## src/rtl/gstmr_pkg.sv

```systemverilog
package gstmr_pkg;
  // Register map, byte wide registers
  localparam logic [2:0] GSTMR_ADDR_LOW = 3'h0;
  localparam logic [2:0] GSTMR_ADDR_HIGH = 3'h1;
  localparam logic [2:0] GSTMR_ADDR_CTRL = 3'h2;
  localparam logic [2:0] GSTMR_ADDR_GATE = 3'h3;
  localparam logic [2:0] GSTMR_ADDR_CLK = 3'h4;
  localparam logic [2:0] GSTMR_ADDR_FLAG = 3'h5;
  // Control register fields
  localparam int GSTMR_CTRL_ON = 0;
  localparam int GSTMR_CTRL_WIDE = 1;
  localparam int GSTMR_CTRL_NOSYNC = 2;
  localparam int GSTMR_CTRL_PS_LO = 4;
  // Gate and flag register fields
  localparam int GSTMR_GATE_SEL_LO = 0;
  localparam int GSTMR_GATE_POL = 6;
  localparam int GSTMR_GATE_ON = 7;
  localparam int GSTMR_FLAG_OVF = 0;
  // Clock source codes, defaults only
  localparam logic [1:0] GSTMR_CS_INSTR = 2'h0;
  localparam logic [1:0] GSTMR_CS_OSC = 2'h1;
  localparam logic [1:0] GSTMR_CS_EXT = 2'h2;
  // Fosc is four mclk cycles per instruction cycle
  localparam logic [1:0] GSTMR_INSTR_DIV_LAST = 2'h3;
  localparam logic [15:0] GSTMR_OSC_STEP = 16'h0004;
  localparam logic [15:0] GSTMR_ONE_STEP = 16'h0001;
  localparam logic [15:0] GSTMR_COUNT_MAX = 16'hFFFF;
  localparam logic [7:0] GSTMR_BYTE_ZERO = 8'h00;

  typedef struct packed {
    logic [2:0] addr;
    logic [7:0] wdata;
    logic wr;
    logic rd;
  } gstmr_bus_t;

  typedef struct packed {
    logic on;
    logic wide;
    logic nosync;
    logic [1:0] ps;
    logic gating_on;
    logic gate_polarity;
    logic [1:0] gate_source_select;
    logic [1:0] clk_src;
  } gstmr_cfg_t;
endpackage

```

## src/rtl/gstmr_edge.sv

```systemverilog
// Rising edge finder on the external clock with falling-edge arming
module gstmr_edge
  import gstmr_pkg::*;
(
  input wire logic mclk,
  input wire logic rst_n,
  input wire logic ext_in,
  input wire logic nosync,
  input wire logic disarm,
  output logic rise
);
  typedef struct packed {
    logic s1;
    logic s2;
    logic prev;
    logic armed;
  } gstmr_edge_t;
  gstmr_edge_t st, next_st;
  logic lvl;

  // Synchronised path or direct path; nosync skips the two stages
  always_comb begin
    lvl = nosync ? ext_in : st.s2;
    next_st = st;
    next_st.s1 = ext_in;
    next_st.s2 = st.s1;
    next_st.prev = lvl;
    rise = st.armed && lvl && !st.prev;
    // A falling edge arms the first count after any disarm
    if (disarm) begin
      next_st.armed = 1'b0;
    end else if (!lvl && st.prev) begin
      next_st.armed = 1'b1;
    end
  end

  always_ff @(posedge mclk or negedge rst_n) begin
    if (!rst_n) begin
      st <= '0;
    end else begin
      st <= next_st;
    end
  end

  a_arm_needs_fall: assert property (@(posedge mclk)
    disable iff (!rst_n) $past(disarm) |-> !rise)
    else $error("rise after disarm");
endmodule // gstmr_edge

```

## src/rtl/gstmr_presc.sv

```systemverilog
// Two-bit prescaler, 1/2/4/8 of the input tick
module gstmr_presc
  import gstmr_pkg::*;
(
  input wire logic mclk,
  input wire logic rst_n,
  input wire logic tick_in,
  input wire logic [1:0] ps,
  input wire logic clear,
  output logic tick_out
);
  typedef struct packed {
    logic [2:0] cnt;
  } gstmr_presc_t;
  gstmr_presc_t st, next_st;
  logic [2:0] mask;

  // Output when the low ps bits of the counter are all ones
  always_comb begin
    mask = 3'(({1'b0, 2'h0} | 3'h7) >> (2'h3 - ps));
    next_st = st;
    tick_out = tick_in && ((st.cnt & mask) == mask);
    if (clear) begin
      next_st.cnt = 3'h0;
    end else if (tick_in) begin
      next_st.cnt = 3'(st.cnt + 3'h1);
    end
  end

  always_ff @(posedge mclk or negedge rst_n) begin
    if (!rst_n) begin
      st <= '0;
    end else begin
      st <= next_st;
    end
  end

  a_div_one_pass: assert property (@(posedge mclk)
    disable iff (!rst_n) (ps == 2'h0 && tick_in && !clear) |-> tick_out)
    else $error("1:1 prescale dropped a tick");
endmodule // gstmr_presc

```

## src/rtl/gstmr_top.sv

```systemverilog
// What this block does
// - Counter runs only when on; gating_on chooses gated or free counting.
// - Sixteen bit up counter in two bytes; writes load it at once, except wide-mode high writes, which go to the buffer.
// - Instruction clock adds one per cycle; oscillator clock adds four.
// - Counter mode needs a falling edge before the first counted rise.
// - External source counts rising edges, synchronised or not.
// - Prescale 1,2,4,8; hidden counter cleared only by low byte write.
// - Sync-disable bit counts the external clock without synchronising.
// - Async external counting keeps running in sleep and flags overflow.
// - Switching sync mode may lose or add one increment.
// - Byte reads during async counting always return valid bytes.
// - In wide mode the high byte is reached only through its buffer.
// - Wide mode low byte read copies live high byte into buffer.
// - Wide mode low write loads buffer and low byte together.
// - Gated counting runs when gate equals polarity bit.
// - Inactive gate holds the count unchanged.
// - Gate source chosen by select field, polarity applied to each source before.
// - Rollover from maximum to zero sets the overflow flag.
// - Sync-disable bit ignored for instruction and oscillator clocks.
//
// The register addresses and the address-and-strobe port are this design's own decisions.
module gstmr_top
  import gstmr_pkg::*;
#(
  parameter logic [1:0] CS_INSTR = GSTMR_CS_INSTR,
  parameter logic [1:0] CS_OSC = GSTMR_CS_OSC,
  parameter logic [1:0] CS_EXT = GSTMR_CS_EXT,
  parameter int GATE_SRCS = 4
)(
  input wire logic mclk,
  input wire logic rst_n,
  input wire logic [2:0] addr,
  input wire logic [7:0] wdata,
  input wire logic wr,
  input wire logic rd,
  output logic [7:0] rdata,
  input wire logic external_clock_input,
  input wire logic [GATE_SRCS-1:0] gate_input,
  input wire logic sleep,
  output logic overflow_flag,
  output logic [15:0] count
);
  typedef struct packed {
    gstmr_cfg_t cfg;
    logic [15:0] cnt;
    logic [7:0] hbuf;
    logic ovf;
    logic [1:0] idiv;
    logic [7:0] rdata;
  } gstmr_state_t;
  gstmr_state_t st, next_st;
  gstmr_bus_t bus;
  logic instr_tick, ext_rise, src_tick, pre_tick, gate_lvl, run;
  logic disarm, presc_clr, is_ext, is_int;
  logic [GATE_SRCS-1:0] gate_match;
  logic [15:0] step, sum;

  assign bus = '{addr: addr, wdata: wdata, wr: wr, rd: rd};

  // Register decode used for the write-side strobes disarm and presc_clr
  function automatic logic hit(input gstmr_bus_t b, input logic [2:0] a);
    return b.addr == a;
  endfunction

  // Gate: each source meets the polarity, then the select picks one
  for (genvar gi = 0; gi < GATE_SRCS; gi++) begin : g_gate_cmp
    assign gate_match[gi] = gate_input[gi] == st.cfg.gate_polarity;
  end
  assign gate_lvl = gate_match[st.cfg.gate_source_select];
  assign run = st.cfg.on && (!st.cfg.gating_on || gate_lvl);

  // Clock source; sync-disable only meaningful for the pin
  assign is_ext = st.cfg.clk_src == CS_EXT;
  // The spare code selects no source, so the count rests there
  assign is_int = st.cfg.clk_src == CS_INSTR || st.cfg.clk_src == CS_OSC;
  assign instr_tick = st.idiv == GSTMR_INSTR_DIV_LAST;
  // Sleep halts the instruction clock; only the pin path keeps going
  assign src_tick = is_ext ? ext_rise :
    (is_int && !sleep && instr_tick);
  // Any count write or stop makes the pin show a fall again first
  assign disarm = !st.cfg.on || (bus.wr && (hit(bus, GSTMR_ADDR_LOW) ||
    hit(bus, GSTMR_ADDR_HIGH)));
  // A high byte write keeps the prescaler phase
  assign presc_clr = bus.wr && hit(bus, GSTMR_ADDR_LOW);

  gstmr_edge u_edge (
    .mclk(mclk),
    .rst_n(rst_n),
    .ext_in(external_clock_input),
    .nosync(st.cfg.nosync && is_ext),
    .disarm(disarm),
    .rise(ext_rise)
  );

  gstmr_presc u_presc (
    .mclk(mclk),
    .rst_n(rst_n),
    .tick_in(src_tick && run),
    .ps(st.cfg.ps),
    .clear(presc_clr),
    .tick_out(pre_tick)
  );

  // Oscillator source adds four, low two bits then imprecise
  assign step = (st.cfg.clk_src == CS_OSC) ? GSTMR_OSC_STEP :
    GSTMR_ONE_STEP;
  assign sum = 16'(st.cnt + step);

  // Next state: counting, a write wins over the increment in the bytes it loads
  always_comb begin
    next_st = st;
    next_st.idiv = 2'(st.idiv + 2'h1);
    if (pre_tick) begin
      next_st.cnt = sum;
      if (sum < st.cnt) begin
        next_st.ovf = 1'b1;
      end
    end
    if (bus.wr) begin
      unique case (bus.addr)
        GSTMR_ADDR_LOW: begin
          // Wide mode loads both bytes at once, high byte from the buffer
          if (st.cfg.wide) begin
            next_st.cnt = {st.hbuf, bus.wdata};
          end else begin
            next_st.cnt = {next_st.cnt[15:8], bus.wdata};
          end
        end
        GSTMR_ADDR_HIGH: begin
          if (st.cfg.wide) begin
            next_st.hbuf = bus.wdata;
          end else begin
            next_st.cnt = {bus.wdata, next_st.cnt[7:0]};
          end
        end
        // A control write leaves the prescaler phase alone
        GSTMR_ADDR_CTRL: begin
          next_st.cfg.on = bus.wdata[GSTMR_CTRL_ON];
          next_st.cfg.wide = bus.wdata[GSTMR_CTRL_WIDE];
          next_st.cfg.nosync = bus.wdata[GSTMR_CTRL_NOSYNC];
          next_st.cfg.ps = bus.wdata[GSTMR_CTRL_PS_LO +: 2];
        end
        GSTMR_ADDR_GATE: begin
          next_st.cfg.gating_on = bus.wdata[GSTMR_GATE_ON];
          next_st.cfg.gate_polarity = bus.wdata[GSTMR_GATE_POL];
          next_st.cfg.gate_source_select =
            bus.wdata[GSTMR_GATE_SEL_LO +: 2];
        end
        // Source codes are parameters, so no code is refused here
        GSTMR_ADDR_CLK: next_st.cfg.clk_src = bus.wdata[1:0];
        GSTMR_ADDR_FLAG: begin
          // Set wins over a clear in the same cycle
          if (!bus.wdata[GSTMR_FLAG_OVF] && !(pre_tick && sum < st.cnt))
            begin
            next_st.ovf = 1'b0;
          end
        end
        default: ;
      endcase
    end
    // Reads: registered, whole byte from one state snapshot
    // Zero between reads, so a stale byte never looks fresh
    next_st.rdata = GSTMR_BYTE_ZERO;
    if (bus.rd) begin
      unique case (bus.addr)
        GSTMR_ADDR_LOW: begin
          next_st.rdata = st.cnt[7:0];
          if (st.cfg.wide) begin
            next_st.hbuf = st.cnt[15:8];
          end
        end
        // Wide mode never shows the live high byte
        GSTMR_ADDR_HIGH: next_st.rdata = st.cfg.wide ? st.hbuf :
          st.cnt[15:8];
        GSTMR_ADDR_CTRL: next_st.rdata = {2'h0, st.cfg.ps, 1'b0,
          st.cfg.nosync, st.cfg.wide, st.cfg.on};
        GSTMR_ADDR_GATE: next_st.rdata = {st.cfg.gating_on,
          st.cfg.gate_polarity, 4'h0, st.cfg.gate_source_select};
        GSTMR_ADDR_CLK: next_st.rdata = {6'h00, st.cfg.clk_src};
        GSTMR_ADDR_FLAG: next_st.rdata = {7'h00, st.ovf};
        default: next_st.rdata = GSTMR_BYTE_ZERO;
      endcase
    end
  end

  // Single register for all state
  always_ff @(posedge mclk or negedge rst_n) begin
    if (!rst_n) begin
      st <= '0;
    end else begin
      st <= next_st;
    end
  end

  // Outputs come straight from the state register
  assign rdata = st.rdata;
  assign overflow_flag = st.ovf;
  assign count = st.cnt;

  // Counting holds whenever the run conditions are not met
  a_off_holds: assert property (@(posedge mclk)
    disable iff (!rst_n)
    (!st.cfg.on && !wr) |=> count == $past(count))
    else $error("count moved while off");

  a_gate_holds: assert property (@(posedge mclk)
    disable iff (!rst_n)
    (st.cfg.gating_on && !gate_lvl && !wr) |=> count == $past(count))
    else $error("count moved with gate inactive");

  a_still_count: assert property (@(posedge mclk)
    disable iff (!rst_n)
    (!pre_tick && !wr) |=> count == $past(count))
    else $error("count moved without a tick");

  // Byte access, narrow and wide
  a_narrow_low: assert property (@(posedge mclk)
    disable iff (!rst_n)
    (wr && addr == GSTMR_ADDR_LOW && !st.cfg.wide) |=>
    count[7:0] == $past(wdata))
    else $error("low byte write lost");

  a_wide_load: assert property (@(posedge mclk)
    disable iff (!rst_n)
    (wr && addr == GSTMR_ADDR_LOW && st.cfg.wide) |=>
    count == {$past(st.hbuf), $past(wdata)})
    else $error("wide write did not load both bytes");

  a_wide_no_direct: assert property (@(posedge mclk)
    disable iff (!rst_n)
    (wr && addr == GSTMR_ADDR_HIGH && st.cfg.wide && !pre_tick) |=>
    count == $past(count))
    else $error("wide high write reached the count");

  a_wide_snap: assert property (@(posedge mclk)
    disable iff (!rst_n)
    (rd && addr == GSTMR_ADDR_LOW && st.cfg.wide) |=>
    st.hbuf == $past(count[15:8]))
    else $error("high not buffered");

  a_high_buf_read: assert property (@(posedge mclk)
    disable iff (!rst_n)
    (rd && addr == GSTMR_ADDR_HIGH && st.cfg.wide) |=>
    rdata == $past(st.hbuf))
    else $error("high read bypassed buffer");

  a_low_read: assert property (@(posedge mclk)
    disable iff (!rst_n)
    (rd && addr == GSTMR_ADDR_LOW) |=> rdata == $past(count[7:0]))
    else $error("low read not from one snapshot");

  // Overflow flag
  a_roll_flag: assert property (@(posedge mclk)
    disable iff (!rst_n)
    (count == GSTMR_COUNT_MAX && pre_tick && step == GSTMR_ONE_STEP && !wr)
    |=> overflow_flag && count == 16'h0000)
    else $error("rollover missed flag");

  a_flag_sticky: assert property (@(posedge mclk)
    disable iff (!rst_n)
    (overflow_flag && !(wr && addr == GSTMR_ADDR_FLAG)) |=> overflow_flag)
    else $error("flag dropped without a clear");

  a_flag_set_wins: assert property (@(posedge mclk)
    disable iff (!rst_n)
    (wr && addr == GSTMR_ADDR_FLAG && pre_tick && sum < st.cnt) |=>
    overflow_flag)
    else $error("clear beat a same cycle overflow");

  // Clock source rates
  a_osc_four: assert property (@(posedge mclk)
    disable iff (!rst_n)
    (pre_tick && st.cfg.clk_src == CS_OSC && !wr) |=>
    count == 16'($past(count) + GSTMR_OSC_STEP))
    else $error("oscillator step not four");

  a_osc_low_bits: assert property (@(posedge mclk)
    disable iff (!rst_n)
    (st.cfg.clk_src == CS_OSC && !wr) |=> count[1:0] == $past(count[1:0]))
    else $error("oscillator step moved low bits");

  a_instr_rate: assert property (@(posedge mclk)
    disable iff (!rst_n)
    (!is_ext && src_tick) |=> !src_tick [*3])
    else $error("instruction tick too often");

  a_sleep_halt: assert property (@(posedge mclk)
    disable iff (!rst_n)
    (sleep && !is_ext) |-> !src_tick)
    else $error("internal clock ran in sleep");

  a_spare_code: assert property (@(posedge mclk)
    disable iff (!rst_n)
    (!is_ext && !is_int) |-> !src_tick)
    else $error("spare source code counted");

  // Main scenarios reached
  c_rollover: cover property (@(posedge mclk) disable iff (!rst_n)
    $rose(overflow_flag));

  c_gated_count: cover property (@(posedge mclk) disable iff (!rst_n)
    st.cfg.gating_on && pre_tick);

  c_wide_write: cover property (@(posedge mclk) disable iff (!rst_n)
    wr && addr == GSTMR_ADDR_LOW && st.cfg.wide);

  c_ext_count: cover property (@(posedge mclk) disable iff (!rst_n)
    is_ext && pre_tick);

  c_sleep_count: cover property (@(posedge mclk) disable iff (!rst_n)
    sleep && is_ext && pre_tick);
endmodule // gstmr_top

```

## config.mk

```make
export PLATFORM = sky130hd
export DESIGN_NAME = gstmr_top
export DESIGN_NICKNAME = d
export VERILOG_FILES = /design/src/rtl/gstmr_pkg.sv /design/src/rtl/gstmr_edge.sv /design/src/rtl/gstmr_presc.sv /design/src/rtl/gstmr_top.sv
export SDC_FILE = /design/constraint.sdc
export NUM_CORES = 1
export LEC_CHECK = 0
export ABC_AREA = 1
export BUFFER_PORTS_ARGS = -buffer_cell sky130_fd_sc_hd__buf_2
export CAP_MARGIN = 5
export CORE_UTILIZATION = 40
export DETAILED_ROUTE_END_ITERATION = 16
export HOLD_SLACK_MARGIN = 0.05
export REMOVE_ABC_BUFFERS = 1
export SYNTH_ARGS = -nofsm -noshare
export SYNTH_HDL_FRONTEND = slang
export SYNTH_SLANG_ARGS = --single-unit
```

## constraint.sdc

```tcl
create_clock -name mclk -period 4 [get_ports mclk]
set_input_delay 0 -clock mclk [delete_from_list [all_inputs] [get_ports mclk]]
set_output_delay 0 -clock mclk [all_outputs]
set_load 0.01 [all_outputs]
```

==> qor.yml <==
run_status:
  status: "complete, no violations"
die:
  core-area_sq_mm: 0.00876
  chipWidth_um: 97.4
  die_y_um: 97.4
  num_io_pins: 46
  initial_core_util: 0.415
  num_rows: 34
  dieArea_sq_mm: 0.00949
grt:
  grt_pass1_wl_um: 18200
  overflow: 0
  gr-usage-met1: 0.338
  grt_usage: 0.243
  busiest_layer: "met2"
  grt_pass1_vias: 3491
  antenna_found_initial: 0
  grt.met2_usage: 0.381
  met3_usage: 0.0432
  grt_max_degree: 54
timing:
  timing.final.crit_period_ps: 3030
  fin_crit_sh: 0.757
  fmax_ghz: 0.330
  skew_ps: 11.0
  rsz0062_at_grt: "false"
  fin_setup_tns_ps: 0
  setup_slack_ps: 973
  setup_viol: 0
  worstMarginPinSlew_ps: 803
  hold_violations: 0
  drv_slew: 0
  slew_headroom: 0.463
cells_and_area:
  final_cell_mix: "147 x nand2_1, 61 x inv_1, 58 x nor2_1"
  layout_commonest_cell: "nand2_1"
  layoutNonFillerInstCount: 659
  area_growth_pct: 9.62
  diodes: 0
  drive_gt1_frac: 0.118
  final_nets: 583
clock_network:
  clk_pin_slew_ps: 110
  ctsRootBufferMaster: "clkbuf_8"
  cts_hold_buffers: 11
  cts-htree-levels: 2
  cts_sinks: 53
  cts_setup_buffers: 0
  clock_latency_ps: 320
  cts_resized: 0
  numCtsBuffers: 5
  tritoncts: "built"
  clockBufferDepth: 2
detailed_routing:
  routed_wl_um: 11000
  viasPerCell: 5.45
  vias: 3589
  drtIter0Drc: 223
  drtPass1Iterations: 4
  antenna_left: 0
  routedWlPerCell_um: 16.7
  drc: 0
yosys:
  yosys-top-cells-area: "dfrtp_1 36%, nand2_1 15%, inv_1 6.3%, nor2_1 6.0%, buf_4 4.9%"
  synthArstFlopShare: 1.00
  yosysTopAreaCellShare: 0.364
  synth_flop_cell: "dfrtp_1"
  synth_edf_count: 0
  syn_inst: 520
  synth.largest_area_cell: "dfrtp_1"
  ys_ff_latch: 53
  yosysSeqAreaShare: 0.364
  synth.distinct_cells: 38
  synth_warnings: 0
  synth.avg_cell_area_sq_um: 7.00
  netlist_area_sq_mm: 0.00364
job:
  cap_violations: 0
power_and_ir_drop:
  leakagePower_nw: 2.07
  ir_drop_mv: 0.171
  p_per_area_mw_per_mm2: 501
placement:
  place_inst: 640
  gp_congestion: 0.959
  dp_slack_ps: 1010
  hpwl_um: 8080
  port_buffers: 45
worst_setup_path:
  path_class: "flip-flop to flip-flop"
  worstSetupStartpointType: "flip-flop"
  cp_data_required_time_ps: 4210
  end_kind: "flip-flop"
  worstPathMaxFanout: 5
  cp_data_arrival_time_ps: 3230
worst_hold_path:
  hold_class: "input port to flip-flop"
==> registers in the layout, summed over array words and instances (netlist names) <==
register	cells
st	21
count	16
rdata	8
u_edge.st	3
u_presc.st	3
overflow_flag	1
u_edge.next_st	1
==> final timing paths <==
check	startpoint	end	slack [ps]	depth (start not counted)
max in group asynchronous	rst_n	st[12]	3190	3
worst min register to register	u_edge.next_st[2]	u_edge.st[2]	380	0
worst max-delay path	st[35]	overflow_flag	970	20
worst max register to register	st[35]	overflow_flag	970	20
worst min-delay path	wr	count[12]	80	3
min in group asynchronous	rst_n	u_edge.st[2]	330	3
==> cells by family (layout without fill, tap and decap cells) <==
logic type      Yosys count  count (layout)  synth area share
compound gates           84              84             0.138
xor+xnor                  7               7            0.0168
fa+ha+maj                12              12            0.0412
buf+inv                  99             130             0.130
flops                    53              53             0.364
simple gates            265             265             0.309
==> cell usage after synthesis (all sizes together), types with 2 or more instances <==
master  count
nand2     148
a221oi      3
nand4      11
o21ai      33
a31oi       9
nor2       61
ha         12
xnor2       2
o211ai      9
a21oi      19
dfrtp      53
nor3        4
xor2        5
a211oi      3
inv        62
o22ai       3
nand3b      2
buf        30
nand3      37
a22oi       2
nor4        2
clkbuf      6
==> layer usage <==
layer / routed length [um] / vias to the layer above
met3: 745 / 16
met5: 0 / -
li1: - / 1731
met1: 5030 / 1699
met4: 244 / 0
met2: 5000 / 143
==> worst max-delay path: stages, from the launching register on <==
cell	delay, ps
dfrtp_1	390
inv_1	130
nor2_1	80
inv_1	60
ha_1	160
ha_1	200
nand2_1	70
inv_1	70
nor2_1	50
nor3_1	210
nand3_1	240
nor4_1	230
ha_1	290
inv_1	70
nand2_1	50
a21oi_1	170
nand3b_1	110
nor2_1	120
nand2_1	60
nand3_1	70
o21ai_0	80
==> final cells by class <==
cell class,instances,area [sq um]
Fill cell,902,4770
Multi-Input combinational cell,368,1840
Sequential cell,53,1330
Timing Repair Buffer,59,358
Inverter,63,236
Tap cell,108,135
Clock buffer,5,68.8
Clock inverter,3,26.3
==> power by group <==
group	total [mW]	switching, mW	internal, mW
clock	0.333	0.205	0.128
sequential	0.847	0.172	0.676
combinational	0.820	0.513	0.307
==> metrics by stage <==
stage | util | area, sq um | hold WS [ps] | total power, mW
after global routing | 0.455 | 3990 | 72.6 | 2.18
after detailed placement | 0.432 | 3790 | 128 | 1.66
after CTS | 0.455 | 3990 | 61.4 | 2.00
after global placement | 0.432 | 3790 | 126 | 1.65
final | 0.455 | 3990 | 81.9 | 2.00
after floorplan | - | 3400 | -296 | 1.36
(Power assumes the default switching activity.)
